$ cat src/ldp_pkg.sv
package ldp_pkg;
  localparam logic [7:0] OFS_PWM_DUTY   = 8'h00;
  localparam logic [7:0] OFS_MODE       = 8'h01;
  localparam logic [7:0] OFS_DC_LEVEL   = 8'h07;
  localparam logic [7:0] OFS_CONV_CFG   = 8'h08;
  localparam logic [7:0] OFS_CHAN_MASK  = 8'h09;
  localparam logic [7:0] OFS_PHASE      = 8'h0A;
  localparam logic [7:0] OFS_ALT_SW     = 8'h7F;

  localparam logic [7:0] RST_PWM_DUTY   = 8'hFF;
  localparam logic [7:0] RST_MODE       = 8'h01;
  localparam logic [7:0] RST_DC_LEVEL   = 8'hFF;
  localparam logic [7:0] RST_CONV_CFG   = 8'h00;
  localparam logic [7:0] RST_CHAN_MASK  = 8'h00;
  localparam logic [7:0] RST_PHASE      = 8'h00;
  localparam logic [7:0] RST_ALT_SW     = 8'h00;

  localparam logic [7:0] MODE_REG_ONLY  = 8'h05;
  localparam logic [7:0] MODE_EXT_ONLY  = 8'h03;
  localparam logic [7:0] MODE_PRODUCT   = 8'h01;
  localparam logic [7:0] ALT_SW_800K    = 8'h80;
  localparam int         CFG_SW_SEL_BIT = 2;
  localparam int         EVEN_SPACE_BIT = 7;

  localparam logic [7:0] STEPS_PER_PER  = 8'hFF;   // 255 steps per dimming period
  localparam logic [7:0] LAST_STEP      = 8'hFE;
  localparam int         NUM_CHAN       = 6;

  localparam int         CLK_PERIOD_NS  = 100;
  localparam int         LOW_LIMIT_US   = 30500;   // 30.5 ms
  localparam int         LOW_LIMIT_CYC  = LOW_LIMIT_US * 1000 / CLK_PERIOD_NS;
  localparam logic [6:0] DEV_ADDR       = 7'h2C;   // arbitrary bus address

  typedef enum logic [1:0] {
    SW_600K,
    SW_1M2,
    SW_800K
  } ldp_sw_freq_t;

  // per-period snapshot of dimming settings
  typedef struct packed {
    logic [7:0] duty;
    logic [7:0] phase;
    logic [5:0] mask;
  } ldp_dim_cfg_t;
endpackage

$ cat src/ldp_dimming.sv
// dimming pwm generator with phase control and two-wire register port
module ldp_dimming
  import ldp_pkg::*;
#(
  parameter int LOW_TIMEOUT_CYCLES = LOW_LIMIT_CYC
) (
  input  wire logic       clock_in,          // 10 MHz clock
  input  wire logic       srst_in,           // sync reset, active high
  input  wire logic       scl_in,            // bus clock pin level
  input  wire logic       sda_in,            // bus data pin level
  output logic            sda_out,           // bus data drive value, always 0
  output logic            sda_oe_out,        // bus data pulled low when high
  input  wire logic       ext_pwm_in,        // external pwm input
  input  wire logic       freq_pin_vdc_in,   // dimming_freq_pin tied to supply
  input  wire logic [7:0] step_len_in,       // clocks per 1/255 period step
  output logic [5:0]      chan_on_out,       // per-channel current enable
  output logic [7:0]      dc_level_out,      // dc level code to current sinks
  output ldp_sw_freq_t    sw_freq_out,       // boost switching frequency
  output logic            direct_mode_out,   // direct pwm mode strapped
  output logic            shutdown_out       // external low timeout shutdown
);

  typedef enum logic [2:0] {I_IDLE, I_ADDR, I_REG, I_WR, I_ACK, I_RD, I_RACK} ldp_bus_st_t;

  // register storage
  logic [7:0]   pwm_duty_brightness;
  logic [7:0]   dimming_mode_control;
  logic [7:0]   dc_current_level;
  logic [7:0]   converter_configuration;
  logic [7:0]   channel_mask;
  logic [7:0]   channel_phase_delay;
  logic [7:0]   alt_switching_select;

  // bus slave state
  ldp_bus_st_t  bus_st;
  logic         after_rd;
  logic         ptr_set;
  logic [3:0]   bit_cnt;
  logic [7:0]   shreg;
  logic [7:0]   reg_ptr;
  logic         scl_q;
  logic         sda_q;
  logic         bus_start;
  logic         bus_stop;
  logic         scl_rise;
  logic         scl_fall;
  logic         wr_fire;
  logic [7:0]   rd_data;

  // dimming state
  logic         direct_mode;
  logic [7:0]   step_cnt;
  logic [7:0]   phase_cnt;
  logic         step_tick;
  logic         period_start;
  ldp_dim_cfg_t cfg;
  ldp_dim_cfg_t next_cfg;
  logic [15:0]  prod;
  logic [7:0]   ext_duty;

  // external pwm measurement
  logic         ext_q;
  logic [19:0]  hi_cnt;
  logic [19:0]  per_cnt;
  logic [19:0]  div_den;
  logic [20:0]  div_rem;
  logic [7:0]   div_quo;
  logic [3:0]   div_cnt;
  logic         div_busy;
  logic [18:0]  low_cnt;
  logic         ext_used;

  // phase placement
  logic [2:0]   n_chan;
  logic [7:0]   even_step;
  logic [7:0]   gap;
  logic [5:0]   chan_on;

  function automatic logic [2:0] pop6(input logic [5:0] v);
    logic [2:0] s;
    s = 3'd0;
    for (int k = 0; k < NUM_CHAN; k++) begin
      s = s + {2'b00, v[k]};
    end
    return s;
  endfunction

  // bus pin edge and condition detection
  assign bus_start = scl_in && scl_q && sda_q && !sda_in;
  assign bus_stop  = scl_in && scl_q && !sda_q && sda_in;
  assign scl_rise  = scl_in && !scl_q;
  assign scl_fall  = !scl_in && scl_q;
  assign wr_fire   = scl_fall && bus_st == I_WR && bit_cnt == 4'd8 && !direct_mode;
  assign sda_out   = 1'b0;

  // read data mux, unmapped offsets read zero
  always_comb begin
    unique case (reg_ptr)
      OFS_PWM_DUTY:  rd_data = pwm_duty_brightness;
      OFS_MODE:      rd_data = dimming_mode_control;
      OFS_DC_LEVEL:  rd_data = dc_current_level;
      OFS_CONV_CFG:  rd_data = converter_configuration;
      OFS_CHAN_MASK: rd_data = channel_mask;
      OFS_PHASE:     rd_data = channel_phase_delay;
      OFS_ALT_SW:    rd_data = alt_switching_select;
      default:       rd_data = 8'h00;
    endcase
  end

  // pin history for edge detection
  always_ff @(posedge clock_in) begin
    if (srst_in) begin
      scl_q <= 1'b1;
      sda_q <= 1'b1;
      ext_q <= 1'b0;
    end else begin
      scl_q <= scl_in;
      sda_q <= sda_in;
      ext_q <= ext_pwm_in;
    end
  end

  // two-wire slave: address, pointer, then write or read bytes
  always_ff @(posedge clock_in) begin
    if (srst_in || direct_mode) begin
      bus_st     <= I_IDLE;
      after_rd   <= 1'b0;
      ptr_set    <= 1'b0;
      bit_cnt    <= 4'd0;
      shreg      <= 8'h00;
      reg_ptr    <= 8'h00;
      sda_oe_out <= 1'b0;
    end else if (bus_start) begin
      bus_st     <= I_ADDR;
      ptr_set    <= 1'b0;
      bit_cnt    <= 4'd0;
      sda_oe_out <= 1'b0;
    end else if (bus_stop) begin
      bus_st     <= I_IDLE;
      sda_oe_out <= 1'b0;
    end else if (scl_rise) begin
      unique case (bus_st)
        I_ADDR, I_REG, I_WR: begin
          shreg   <= {shreg[6:0], sda_in};
          bit_cnt <= bit_cnt + 4'd1;
        end
        I_RD:    bit_cnt <= bit_cnt + 4'd1;
        I_RACK:  bus_st <= sda_in ? I_IDLE : I_ACK;   // master nack ends read
        default: ;
      endcase
    end else if (scl_fall) begin
      unique case (bus_st)
        I_ADDR: if (bit_cnt == 4'd8) begin
          if (shreg[7:1] == DEV_ADDR) begin
            sda_oe_out <= 1'b1;
            after_rd   <= shreg[0];
            bus_st     <= I_ACK;
          end else begin
            bus_st <= I_IDLE;
          end
        end
        I_REG: if (bit_cnt == 4'd8) begin
          reg_ptr    <= shreg;
          sda_oe_out <= 1'b1;
          ptr_set    <= 1'b1;
          bus_st     <= I_ACK;
        end
        I_WR: if (bit_cnt == 4'd8) begin
          reg_ptr    <= reg_ptr + 8'h01;
          sda_oe_out <= 1'b1;
          bus_st     <= I_ACK;
        end
        I_ACK: begin
          bit_cnt <= 4'd0;
          if (after_rd) begin
            shreg      <= rd_data;
            sda_oe_out <= !rd_data[7];
            bus_st     <= I_RD;
          end else begin
            sda_oe_out <= 1'b0;
            bus_st     <= ptr_set ? I_WR : I_REG;   // pointer byte comes first
          end
        end
        I_RD: if (bit_cnt == 4'd8) begin
          sda_oe_out <= 1'b0;
          reg_ptr    <= reg_ptr + 8'h01;
          bus_st     <= I_RACK;
        end else begin
          shreg      <= {shreg[6:0], 1'b0};
          sda_oe_out <= !shreg[6];
        end
        default: ;
      endcase
    end
  end

  // register writes; dc level applies immediately
  always_ff @(posedge clock_in) begin
    if (srst_in) begin
      pwm_duty_brightness     <= RST_PWM_DUTY;
      dimming_mode_control    <= RST_MODE;
      dc_current_level        <= RST_DC_LEVEL;
      converter_configuration <= RST_CONV_CFG;
      channel_mask            <= RST_CHAN_MASK;
      channel_phase_delay     <= RST_PHASE;
      alt_switching_select    <= RST_ALT_SW;
    end else if (wr_fire) begin
      unique case (reg_ptr)
        OFS_PWM_DUTY:  pwm_duty_brightness     <= shreg;
        OFS_MODE:      dimming_mode_control    <= shreg;
        OFS_DC_LEVEL:  dc_current_level        <= shreg;
        OFS_CONV_CFG:  converter_configuration <= shreg;
        OFS_CHAN_MASK: channel_mask            <= shreg;
        OFS_PHASE:     channel_phase_delay     <= shreg;
        OFS_ALT_SW:    alt_switching_select    <= shreg;
        default:       ;
      endcase
    end
  end

  // strap caught while reset is held
  always_ff @(posedge clock_in) begin
    if (srst_in) begin
      direct_mode <= freq_pin_vdc_in && !scl_in && !sda_in;
    end
  end

  // step prescaler and 255-step period counter
  assign step_tick    = step_cnt >= ((step_len_in == 8'h00) ? 8'h00 : step_len_in - 8'h01);
  assign period_start = step_tick && phase_cnt == LAST_STEP;
  always_ff @(posedge clock_in) begin
    if (srst_in) begin
      step_cnt  <= 8'h00;
      phase_cnt <= 8'h00;
    end else if (step_tick) begin
      step_cnt  <= 8'h00;
      phase_cnt <= (phase_cnt == LAST_STEP) ? 8'h00 : phase_cnt + 8'h01;
    end else begin
      step_cnt <= step_cnt + 8'h01;
    end
  end

  // external duty: high time over period as fraction of 256, serial divide
  always_ff @(posedge clock_in) begin
    if (srst_in) begin
      hi_cnt   <= 20'h0_0000;
      per_cnt  <= 20'h0_0000;
      div_den  <= 20'h0_0000;
      div_rem  <= 21'h00_0000;
      div_quo  <= 8'h00;
      div_cnt  <= 4'd0;
      div_busy <= 1'b0;
      ext_duty <= 8'hFF;
    end else begin
      if (ext_pwm_in && !ext_q) begin
        hi_cnt   <= 20'h0_0001;                                  // edge cycle is high too
        per_cnt  <= 20'h0_0001;
        div_den  <= per_cnt;
        div_rem  <= {1'b0, hi_cnt};
        div_quo  <= 8'h00;
        div_cnt  <= 4'd0;
        div_busy <= per_cnt != 20'h0_0000;
      end else begin
        if (per_cnt != 20'hF_FFFF) begin
          per_cnt <= per_cnt + 20'h0_0001;
        end else if (ext_pwm_in) begin
          ext_duty <= 8'hFF;                                     // held high
        end
        if (ext_pwm_in && hi_cnt != 20'hF_FFFF) begin
          hi_cnt <= hi_cnt + 20'h0_0001;
        end
        if (div_busy) begin
          if ({div_rem[19:0], 1'b0} >= {1'b0, div_den}) begin
            div_rem <= {div_rem[19:0], 1'b0} - {1'b0, div_den};
            div_quo <= {div_quo[6:0], 1'b1};
          end else begin
            div_rem <= {div_rem[19:0], 1'b0};
            div_quo <= {div_quo[6:0], 1'b0};
          end
          div_cnt  <= div_cnt + 4'd1;
          div_busy <= div_cnt != 4'd7;                           // eight quotient bits
        end else if (div_cnt == 4'd8) begin
          ext_duty <= (div_den == 20'h0_0000) ? 8'hFF : div_quo;
          div_cnt  <= 4'd0;
        end
      end
    end
  end

  // low-time watchdog on external pwm when its duty is in use
  assign ext_used = !direct_mode && dimming_mode_control != MODE_REG_ONLY;
  always_ff @(posedge clock_in) begin
    if (srst_in) begin
      low_cnt      <= 19'h0_0000;
      shutdown_out <= 1'b0;
    end else if (ext_pwm_in || !ext_used) begin
      low_cnt <= 19'h0_0000;
    end else if (low_cnt >= 19'(LOW_TIMEOUT_CYCLES - 1)) begin
      shutdown_out <= 1'b1;
    end else begin
      low_cnt <= low_cnt + 19'h0_0001;
    end
  end

  // duty source selection, sampled at each period start
  assign prod = pwm_duty_brightness * ext_duty;
  always_comb begin
    next_cfg.phase = channel_phase_delay;
    next_cfg.mask  = channel_mask[5:0];
    unique case (dimming_mode_control)
      MODE_REG_ONLY: next_cfg.duty = pwm_duty_brightness;
      MODE_EXT_ONLY: next_cfg.duty = ext_duty;
      default:       next_cfg.duty = prod[15:8];
    endcase
  end

  always_ff @(posedge clock_in) begin
    if (srst_in) begin
      cfg <= '{duty: RST_PWM_DUTY, phase: RST_PHASE, mask: RST_CHAN_MASK[5:0]};
    end else if (period_start) begin
      cfg <= next_cfg;
    end
  end

  // operating channel count and even spacing step floor(255/N)
  assign n_chan = pop6(~cfg.mask);
  always_comb begin
    unique case (n_chan)
      3'd2:    even_step = 8'd127;
      3'd3:    even_step = 8'd85;
      3'd4:    even_step = 8'd63;
      3'd5:    even_step = 8'd51;
      3'd6:    even_step = 8'd42;
      default: even_step = STEPS_PER_PER;
    endcase
    gap = cfg.phase[EVEN_SPACE_BIT] ? even_step : {1'b0, cfg.phase[6:0]};
  end

  // per-channel window shifted by rank times gap, wrapped on the period
  for (genvar i = 0; i < NUM_CHAN; i++) begin : g_chan
    logic [2:0]  rank;
    logic [10:0] raw_off;
    logic [7:0]  off;
    logic [7:0]  pos;
    assign rank    = pop6(~cfg.mask & ((6'h01 << i) - 6'h01));
    assign raw_off = direct_mode ? 11'h000 : 11'(rank * gap);
    assign off     = (raw_off >= 11'd510) ? 8'(raw_off - 11'd510) :
                     (raw_off >= 11'd255) ? 8'(raw_off - 11'd255) : raw_off[7:0];
    assign pos     = (phase_cnt >= off) ? phase_cnt - off : phase_cnt + (STEPS_PER_PER - off);
    assign chan_on[i] = !cfg.mask[i] && pos < cfg.duty;
  end

  // channel drive, dc level and boost frequency outputs
  always_ff @(posedge clock_in) begin
    if (srst_in || shutdown_out || dc_current_level == 8'h00) begin
      chan_on_out <= 6'h00;
    end else if (direct_mode) begin
      chan_on_out <= {NUM_CHAN{ext_pwm_in}};
    end else begin
      chan_on_out <= chan_on;
    end
  end

  assign dc_level_out    = dc_current_level;
  assign direct_mode_out = direct_mode;
  assign sw_freq_out     = (alt_switching_select == ALT_SW_800K) ? SW_800K :
                           converter_configuration[CFG_SW_SEL_BIT] ? SW_1M2 : SW_600K;

endmodule

$ cat config.mk
export PLATFORM = sky130hd
export DESIGN_NAME = ldp_dimming
export DESIGN_NICKNAME = d
export VERILOG_FILES = /design/src/ldp_pkg.sv /design/src/ldp_dimming.sv
export SDC_FILE = /design/constraint.sdc
export NUM_CORES = 1
export LEC_CHECK = 0
export ABC_CLOCK_PERIOD_IN_PS = 10670
export BUFFER_PORTS_ARGS = -buffer_cell sky130_fd_sc_hd__buf_2
export CELL_PAD_IN_SITES_DETAIL_PLACEMENT = 1
export CELL_PAD_IN_SITES_GLOBAL_PLACEMENT = 1
export CORE_MARGIN = 5
export CORE_UTILIZATION = 49
export CTS_CLUSTER_DIAMETER = 150
export CTS_CLUSTER_SIZE = 28
export DETAILED_ROUTE_END_ITERATION = 8
export GPL_ROUTABILITY_DRIVEN = 1
export PLACE_DENSITY = 0.8
export SYNTH_ARGS = -nofsm -noshare
export SYNTH_HDL_FRONTEND = slang
export SYNTH_SLANG_ARGS = --single-unit
$ cat constraint.sdc
create_clock -name clock_in -period 10.67 [get_ports clock_in]
set_input_delay 2.134 -clock clock_in [delete_from_list [all_inputs] [get_ports clock_in]]
set_output_delay 2.134 -clock clock_in [all_outputs]
set_load 0.01 [all_outputs]
==> Word level (Yosys, flattened, before mapping) <==
Cells that the tools add are included.
{ "totals": {"register_bits": 251, "output_inout_bits": 20, "word_cells": 321} }
{ "op_classes": {"add_sub_neg": 41, "mul": 6, "magnitude_cmp": 25, "n_eq_ne": 45, "mux": 79, "bitwise": 5, "n_reduce_logical": 83} }
{ "ops": {"columns": ["operator", "n"], "rows": [
  ["$mux W8", 31],
  ["$sub A8 B8 Y8 const B", 10],
  ["$mux W20", 3],
  ["$pmux W8 S7", 1],
  ["$ge A8 B8 Y1", 6],
  ["$lt A8 B8 Y1", 6],
  ["$pmux W8 S2", 3],
  ["$ge A11 B8 Y1 const B", 4],
  ["$ge A11 B9 Y1 const B", 4],
  ["$mul A3 B8 Y11", 4],
  ["$mux W11", 4],
  ["$add A20 B1 Y20 const B", 2],
  ["$add A8 B8 Y8", 5],
  ["$ne A20 B20 Y1 const B", 2],
  ["$pmux W8 S5", 1],
  ["$sub A8 B8 Y8", 5],
  ["$sub A8 B8 Y8 const A", 5],
  ["$mux W3", 9],
  ["$add A8 B1 Y8 const B", 3],
  ["$eq A8 B4 Y1 const B", 3],
  ["$logic_not A8 Y1", 3],
  ["$mux W4", 6],
  ["$logic_and A1 B1 Y1", 22],
  ["$ge A21 B20 Y1", 1],
  ["57 further kinds", 141]
]} }

==> Longest topological paths before layout <==
Gate-level depths: netlist (run 1).
{ "depth": {"word_depth": 20, "depth_mapped": 39, "ltp_nobuf": 39} }

==> Worst setup path before layout (run 1) <==
No wires, ideal clock.
{ "synth_timing": {"kind": "flip-flop to flip-flop", "from": "reg cfg[0] in the netlist's numbering", "to": "reg chan_on_out[5]", "t_arrival_ps": 9255, "setup_slack_ps": 1288, "stages_incl_launch_ff": 38, "synth_period_minus_slack_ps": 9382, "path_cell_list": "dfxtp_1 inv_1 fa_1 ha_1 inv_1 fa_1 inv_1 ha_1 ha_1 xnor3_2 a31oi_1 clkbuf_1 nand2_1 fa_1 inv_1 ha_1 fa_1 xor2_1 [2 not listed] nor4_1 a22oi_1 a2111oi_0 xnor2_1 nand2_1 ha_1 a21o_1 a21o_1 a221oi_2 mux2i_1 a21o_1 a211oi_1 a21oi_1 xor2_1 ha_1 nand4_1 o311ai_0 a21oi_1"} }
{ "synth_via": {"elab_chain_cells": 20, "word_cells_on_any_way": 29, "cone_classes": "10 x add/sub; 1 x mul; 4 x order compare; 5 x eq/ne; 7 x mux; 1 x bitwise; 1 x reduce/logical"} }
{ "synth_rtl": {"columns": ["item", "line_no", "text"], "rows": [
  ["start: declaration", "ldp_dimming.sv:56", "ldp_dim_cfg_t cfg;"],
  ["start signal: assignment", "ldp_dimming.sv:319", "cfg <= '{duty: RST_PWM_DUTY, phase: RST_PHASE, mask: RST_CHAN_MASK[5:0]};"],
  ["start signal: assignment", "ldp_dimming.sv:321", "cfg <= next_cfg;"],
  ["$not A6 Y6 *", "ldp_dimming.sv:345", "assign rank = pop6(~cfg.mask & ((6'h01 << i) - 6'h01));"],
  ["$add A1 B1 Y2 *", "ldp_dimming.sv:83", "s = s + {2'b00, v[k]};"],
  ["$add A2 B1 Y3 *", "ldp_dimming.sv:83", null],
  ["$add A3 B1 Y3 * (2 in series)", "ldp_dimming.sv:83", null],
  ["$add A3 B1 Y3", "ldp_dimming.sv:83", null],
  ["$eq A3 B3 Y1 / $eq A3 B2 Y1 (equally long branches)", "ldp_dimming.sv:328", "unique case (n_chan)"],
  ["$pmux W8 S5", "ldp_dimming.sv:328", null],
  ["$mux W8", "ldp_dimming.sv:336", "gap = cfg.phase[EVEN_SPACE_BIT] ? even_step : {1'b0, cfg.phase[6:0]};"],
  ["[3 not listed]", null, null],
  ["$mux W8", "ldp_dimming.sv:348", "(raw_off >= 11'd255) ? 8'(raw_off - 11'd255) : raw_off[7:0];"],
  ["$mux W8 *", "ldp_dimming.sv:347", "assign off = (raw_off >= 11'd510) ? 8'(raw_off - 11'd510) :"],
  ["$sub A8 B8 Y8", "ldp_dimming.sv:349", "assign pos = (phase_cnt >= off) ? phase_cnt - off : phase_cnt + (STEPS_PER_PER - off);"],
  ["$add A8 B8 Y8", "ldp_dimming.sv:349", null],
  ["$mux W8 *", "ldp_dimming.sv:349", null],
  ["$lt A8 B8 Y1 *", "ldp_dimming.sv:350", "assign chan_on[i] = !cfg.mask[i] && pos < cfg.duty;"],
  ["$logic_and A1 B1 Y1 *", "ldp_dimming.sv:350", null],
  ["$mux W6 *", "ldp_dimming.sv:357", "end else if (direct_mode) begin"],
  ["end signal: assignment", "ldp_dimming.sv:358", "chan_on_out <= {NUM_CHAN{ext_pwm_in}};"],
  ["end signal: assignment", "ldp_dimming.sv:360", "chan_on_out <= chan_on;"],
  ["end: declaration", "ldp_dimming.sv:16", "output logic [5:0] chan_on_out,"]
]} }
Every way passes the cells marked *; elsewhere a longest branch is shown, timed or not.
A chain may end at the register's enable or synchronous reset.

==> Worst setup path in the final report (run 1) <==
Ends and elaborated chain as after synthesis.

==> impl_metrics.csv, run 1 <==
group,metric,value,unit
critical_path,crit_arrival,10.62,ns
clocking,clock_slew_at_reported_path_ffs,0.12,ns
route,antenna_violating_nets_post_route,0,
sta,maxClockFrequency,0.0984,GHz
synthesis,synthesis.area,22000,um2
synthesis,postSynthCellCount,2763,
run,max_cap_check_violation_count,0,
clocking,cts_tree,"built",
layout,final_core_utilization,51.9,%
layout,fin_nets,3019,
sta,clock_skew,0.0176,ns
clocking,cts_hold_repair.buffers,0,
synthesis,syn_nets,3072,
sta,max_slew_margin,13.9,%
synthesis,synth-warning-count,0,
placement,numPortBuffers,32,
critical_path,crit_path_end_kind,"flip-flop",
clocking,worst_skew_pair_latency,0.51,ns
critical_path,crit_slowest_cell,"sky130_fd_sc_hd__fa_1",
grt,grt_overflow,0,
sta,worst_pin_slew,1.28,ns
power,power.ir.vdd_worst,0.0928,mV
floorplan,die_width,222,um
synthesis,netlist_top_cells_area,"sky130_fd_sc_hd__dfxtp_1 23%, sky130_fd_sc_hd__ha_1 13%, sky130_fd_sc_hd__fa_1 6.4%",
route,viasPerCell,6.08,
synthesis,average_footprint_of_a_synthesized_cell,7.95,um2
critical_path,start_kind,"flip-flop",
power,total_leakage_power,9.70,nW
synthesis,synth_edf_count,1,
grt,grt_pass1_wl,108,mm
sta,timing.final.crit_share,95.3,%
placement,place.detailed.instances,3284,
sta,fin_ws,0.507,ns
synthesis,synth-async-reset-ratio,0,%
floorplan,design.die.area,49100,um2
floorplan,rows,77,
route,drt_pre_antenna_iters,6,
floorplan,chipHeight,222,um
synthesis,ys_top_cells_by_count,"311 x sky130_fd_sc_hd__nand2_1, 250 x sky130_fd_sc_hd__dfxtp_1, 239 x sky130_fd_sc_hd__nor2_1",
grt,first_global_vias,20800,
floorplan,initial_core_util,49.5,%
route,remaining_drc_errors,0,
grt,grt_max_degree,61,
route,wl_per_cell,20.0,um
clocking,clock_tree.htree_level_count,1,
min_path,worst_hold_path_type,"reg2reg",
synthesis,synthDistinctLibCells,97,
synthesis,synth.most_common_cell,"sky130_fd_sc_hd__nand2_1",
power,powerDensity,78.3,nW/um2
layout,layout-drive-gt1-share,4.80,%
sta,setup_viol_count_final,0,
layout,multi_input_comb_area,15900,um2
synthesis,synth-main-ff-cell,"sky130_fd_sc_hd__dfxtp_1",
sta,finalWorstPathRequiredPeriod,10.16,ns
synthesis,ys_ff_latch,251,
sta,final-hold-violation-count,0,
critical_path,cpMostUsedCell,"sky130_fd_sc_hd__ha_1",
critical_path,cp_data_required_time,11.12,ns
route,drt_iter0_drc,1156,
layout,fin_cells,3303,
synthesis,yosysSeqAreaShare,22.9,%
critical_path,cp_max_fo,12,
placement,gp_congestion,0.886,
synthesis,synthDominantCellAreaShare,22.8,%
run_status,outcome,"complete, no violations",
route,num_vias,20100,
layout,antenna-diode-count,0,
clocking,clkSinkCount,251,
synthesis,library_cell_occupying_the_most_area_in_the_post_synthesis_netlist,"sky130_fd_sc_hd__dfxtp_1",
route,finalWirelength,65.9,mm
critical_path,setup.worst_path.class,"reg2reg",
placement,dp_hpwl,49.6,mm
grt,antenna_found_initial,0,
placement,place_ws,-0.120,ns
sta,finalMaxSlewViolations,0,
floorplan,coreArea,44300,um2
floorplan,io-pin-count,34,
clocking,clk_root_buffer_cell,"sky130_fd_sc_hd__clkbuf_16",
critical_path,cpPeakStageDelay,0.59,ns
clocking,cts_buffers,12,
layout,layout_fillers,5434,
layout,regArea,5040,um2
grt,grtUsageTotal,25.7,%
clocking,cts.path.max_buffers,3,
layout,area.growth.synth_to_final,4.83,%
[cell families after synthesis]
logic type,Yosys count,synth area share (%)
AND/OR/NAND/NOR,1032,22.9
XOR/XNOR,153,6.17
adder cells (fa/ha/maj),295,19.2
AO/OA/AOI/OAI,627,18.9
buffers and inverters,304,5.24
other,2,0.0342
flip-flops,251,22.9
multiplexers,99,4.59
[worst max-delay path, delay by kind of cell, from the launching register on]
kind / cells / cell delay [ns]
AO/OA/AOI/OAI: 15 / 3.56
XOR/XNOR: 2 / 0.62
adder cells (fa/ha/maj): 10 / 3.71
flip-flops: 1 / 0.41
multiplexers: 1 / 0.29
AND/OR/NAND/NOR: 5 / 0.67
buffers and inverters: 7 / 0.84
[routing by layer]
metal  up-vias  track usage, %  routed length [um]
met5         -               0                   0
met4         0            7.20                1950
met3        98            2.29                2260
met2       359            43.4               30900
met1     10000            35.4               30800
li1       9634               -                   -
[registers in the layout, indices dropped and copies added, names as in the netlist, 8 cells and up]
signal / count
ext_duty: 8
channel_mask: 8
pwm_duty_brightness: 8
div_quo: 8
div_den: 20
dimming_mode_control: 8
dc_level_out: 8
hi_cnt: 20
channel_phase_delay: 8
shreg: 8
alt_switching_select: 8
phase_cnt: 8
reg_ptr: 8
step_cnt: 8
per_cnt: 20
div_rem: 20
low_cnt: 19
cfg: 22
converter_configuration: 8
[timing repair]
| item | 4_1_cts | 5_1_grt |
|---|---|---|
| setup endpoints to repair | 3 | 3 |
| pin swaps | 0 | 4 |
| resized for setup | 2 | 19 |
| buffers inserted | 0 | 4 |
[cell usage in the layout, fill, tap and decap left out, types with 36 or more instances in the layout]
cell type	instances
sky130_fd_sc_hd__and3_1	38
sky130_fd_sc_hd__xor2_1	67
sky130_fd_sc_hd__xnor2_1	85
sky130_fd_sc_hd__nor2_1	237
sky130_fd_sc_hd__dfxtp_1	249
sky130_fd_sc_hd__o21ai_0	81
sky130_fd_sc_hd__a21o_1	46
sky130_fd_sc_hd__nand3_1	114
sky130_fd_sc_hd__nor3_1	51
sky130_fd_sc_hd__nand2_1	311
sky130_fd_sc_hd__mux2i_1	92
sky130_fd_sc_hd__inv_1	176
sky130_fd_sc_hd__and2_1	68
sky130_fd_sc_hd__ha_1	224
sky130_fd_sc_hd__a31oi_1	36
sky130_fd_sc_hd__fa_1	70
sky130_fd_sc_hd__a21oi_1	199
sky130_fd_sc_hd__a211oi_1	41
[where the power goes]
part           total [mW]  switching [mW]  internal (mW)
logic               0.291           0.188          0.104
clock network       0.546           0.322          0.224
registers           0.965          0.0148          0.950
total                1.80           0.525           1.28
[stage by stage]
stage / total power, mW / setup TNS (ns) / hold WS [ns] / area, um2
global route: 1.88 / -0.0693 / 0.498 / 23000
CTS: 1.82 / 0 / 0.479 / 22900
global placement: 1.26 / 0 / 0.445 / 22600
floorplan: 1.19 / 0 / 0.435 / 22000
finish: 1.80 / 0 / 0.477 / 23000
detailed placement: 1.27 / -0.152 / 0.455 / 22600
[final timing paths]
path | start | endpoint | slack, ns | cells past startpoint
max | cfg[0] | chan_on_out[5] | 0.51 | 40
min | alt_switching_select[4] | alt_switching_select[4] | 0.48 | 2
max reg2reg | cfg[0] | chan_on_out[5] | 0.51 | 40
min reg2reg | alt_switching_select[4] | alt_switching_select[4] | 0.48 | 2
[layout make-up]
class | instances | share of cell area, %
sequential | 251 | 21.9
tap | 592 | 3.22
timing repair buffer | 58 | 1.55
multi-input combinational | 2208 | 69.0
clock buffer | 15 | 1.45
inverter | 179 | 2.92
(Power assumes the default switching activity.)
==> inputs of run 2 (changes only) <==
--- a/config.mk
+++ b/config.mk
@@ -5,7 +5,7 @@
 export SDC_FILE = /design/constraint.sdc
 export NUM_CORES = 1
 export LEC_CHECK = 0
-export ABC_CLOCK_PERIOD_IN_PS = 10670
+export ABC_CLOCK_PERIOD_IN_PS = 9930
 export BUFFER_PORTS_ARGS = -buffer_cell sky130_fd_sc_hd__buf_2
 export CELL_PAD_IN_SITES_DETAIL_PLACEMENT = 1
 export CELL_PAD_IN_SITES_GLOBAL_PLACEMENT = 1
==> constraint.sdc (replaced) <==
create_clock -name clock_in -period 9.93 [get_ports clock_in]
set_input_delay 1.986 -clock clock_in [delete_from_list [all_inputs] [get_ports clock_in]]
set_output_delay 1.986 -clock clock_in [all_outputs]
set_load 0.01 [all_outputs]
==> impl_metrics.csv, run 2 (synthesis results as in run 1) <==
group,metric,value,unit
sta,timing.final.crit_share,95.7,%
layout,largest-register,"cfg",
route,num_vias,20100,
critical_path,crit_path_end_kind,"flip-flop",
power,total_leakage_power,9.87,nW
floorplan,design.die.area,49100,um2
clocking,cts_buffers,12,
layout,layout_fillers,5457,
critical_path,cpPeakStageDelay,0.58,ns
grt,first_global_vias,21100,
placement,place_ws,-0.312,ns
clocking,cts.path.max_buffers,3,
layout,layout-drive-gt1-share,6.27,%
clocking,worst_skew_pair_latency,0.51,ns
sta,setup_viol_count_final,0,
sta,final-hold-violation-count,0,
route,antenna_violating_nets_post_route,0,
sta,finalMaxSlewViolations,0,
layout,final_cell_mix,"311 x sky130_fd_sc_hd__nand2_1, 250 x sky130_fd_sc_hd__dfxtp_1, 238 x sky130_fd_sc_hd__nor2_1, 223 x sky130_fd_sc_hd__ha_1, 196 x sky130_fd_sc_hd__a21oi_1",
placement,gp_congestion,0.891,
floorplan,initial_core_util,49.5,%
clocking,clock_tree.htree_level_count,1,
sta,maxClockFrequency,0.105,GHz
grt,antenna_found_initial,0,
grt,grt_max_degree,82,
clocking,clk_root_buffer_cell,"sky130_fd_sc_hd__clkbuf_16",
critical_path,cp_data_required_time,10.38,ns
critical_path,crit_slowest_cell,"sky130_fd_sc_hd__fa_1",
floorplan,chipHeight,222,um
layout,antenna-diode-count,0,
critical_path,cpMostUsedCell,"sky130_fd_sc_hd__ha_1",
layout,area.growth.synth_to_final,6.27,%
route,viasPerCell,6.07,
critical_path,setup.worst_path.class,"reg2reg",
placement,numPortBuffers,32,
sta,worst_pin_slew,1.24,ns
placement,dp_hpwl,49.7,mm
grt,grtUsageTotal,26.0,%
floorplan,io-pin-count,34,
route,finalWirelength,66.6,mm
layout,fin_cells,3320,
floorplan,coreArea,44300,um2
route,drt_iter0_drc,1213,
power,powerDensity,82.8,nW/um2
critical_path,cp_max_fo,6,
route,remaining_drc_errors,0,
route,wl_per_cell,20.1,um
run_status,outcome,"complete, no violations",
floorplan,die_width,222,um
grt,grt_pass1_wl,109,mm
layout,largest_register_ffs,22,
min_path,worst_hold_path_type,"reg2reg",
sta,fin_ws,0.423,ns
layout,fin_nets,3036,
layout,final_core_utilization,52.7,%
critical_path,crit_arrival,9.96,ns
grt,grt_overflow,0,
route,drt_pre_antenna_iters,5,
floorplan,rows,77,
clocking,cts_tree,"built",
sta,max_slew_margin,17.2,%
sta,clock_skew,0.0171,ns
critical_path,start_kind,"flip-flop",
sta,finalWorstPathRequiredPeriod,9.51,ns
layout,mostFrequentLayoutCell,"sky130_fd_sc_hd__nand2_1",
run,max_cap_check_violation_count,0,
clocking,clock_slew_at_reported_path_ffs,0.12,ns
placement,place.detailed.instances,3294,
critical_path,timing.reg2reg.setup_slack,0.42,ns
clocking,clkSinkCount,251,
power,power.ir.vdd_worst,0.107,mV
[run 2: cell count changes in the layout (fill, tap and decap cells not counted), sizes merged]
| cell | delta |
|---|---|
| buf | +17 |
[run 2: final timing paths]
kind	start	end	depth (start not counted)
hold reg to reg	div_den[9]	div_den[9]	2
hold / removal	div_den[9]	div_den[9]	2
setup reg to reg	cfg[0]	chan_on_out[5]	41
setup / recovery	cfg[0]	chan_on_out[5]	41
[run 2: through the flow]
stage | hold slack (ns) | total power [mW] | instance area (um2) | TNS, ns
after global placement | 0.443 | 1.36 | 22600 | 0
after floorplan | 0.435 | 1.28 | 22000 | 0
final | 0.482 | 1.93 | 23300 | 0
after CTS | 0.484 | 1.95 | 23000 | 0
after global routing | 0.504 | 2.02 | 23300 | -0.0972
after detailed placement | 0.456 | 1.37 | 22600 | -0.449
[run 2: timing repair]
item                       in CTS  in global routing
setup endpoints to repair       3                  4
hold buffers                    0                  0
gates cloned                    0                  0
gates resized for setup         8                 44
pin swaps                       0                  9
setup buffers                   0                 11
[run 2: worst max-delay path: cells and delay by family (launching register included)]
family                     cells  cell delay [ns]
muxes                          1             0.29
AOI/OAI and AO/OA             14             2.64
and+or+nand+nor                4             0.68
DFF                            1             0.35
buffers and inverters          8             0.91
xor gates and xnor gates       4             0.89
adders and majority gates     10             3.67
[run 2: area by class of cell]
| type | instances | area, um2 | area share (%) |
|---|---|---|---|
| repair buffers | 75 | 485 | 2.08 |
| flip-flops and latches | 251 | 5030 | 21.6 |
| well taps | 592 | 741 | 3.17 |
| clock buffers | 15 | 333 | 1.43 |
| multi-input cells | 2208 | 16100 | 68.9 |
| inverters | 179 | 672 | 2.88 |
[run 2: power breakdown]
part | internal, mW | switching (mW) | leakage [nW]
clock network | 0.240 | 0.342 | 0.163
registers | 1.02 | 0.0142 | 2.03
logic | 0.112 | 0.204 | 7.67
total | 1.37 | 0.560 | 9.87
[run 2: routing by layer]
layer | track usage (%) | vias to the layer above | routed length, um
met5 | 0 | - | 0
met4 | 7.58 | 0 | 1990
met3 | 2.44 | 102 | 2130
met2 | 44.7 | 324 | 31600
met1 | 34.9 | 10000 | 30900
li1 | - | 9670 | -
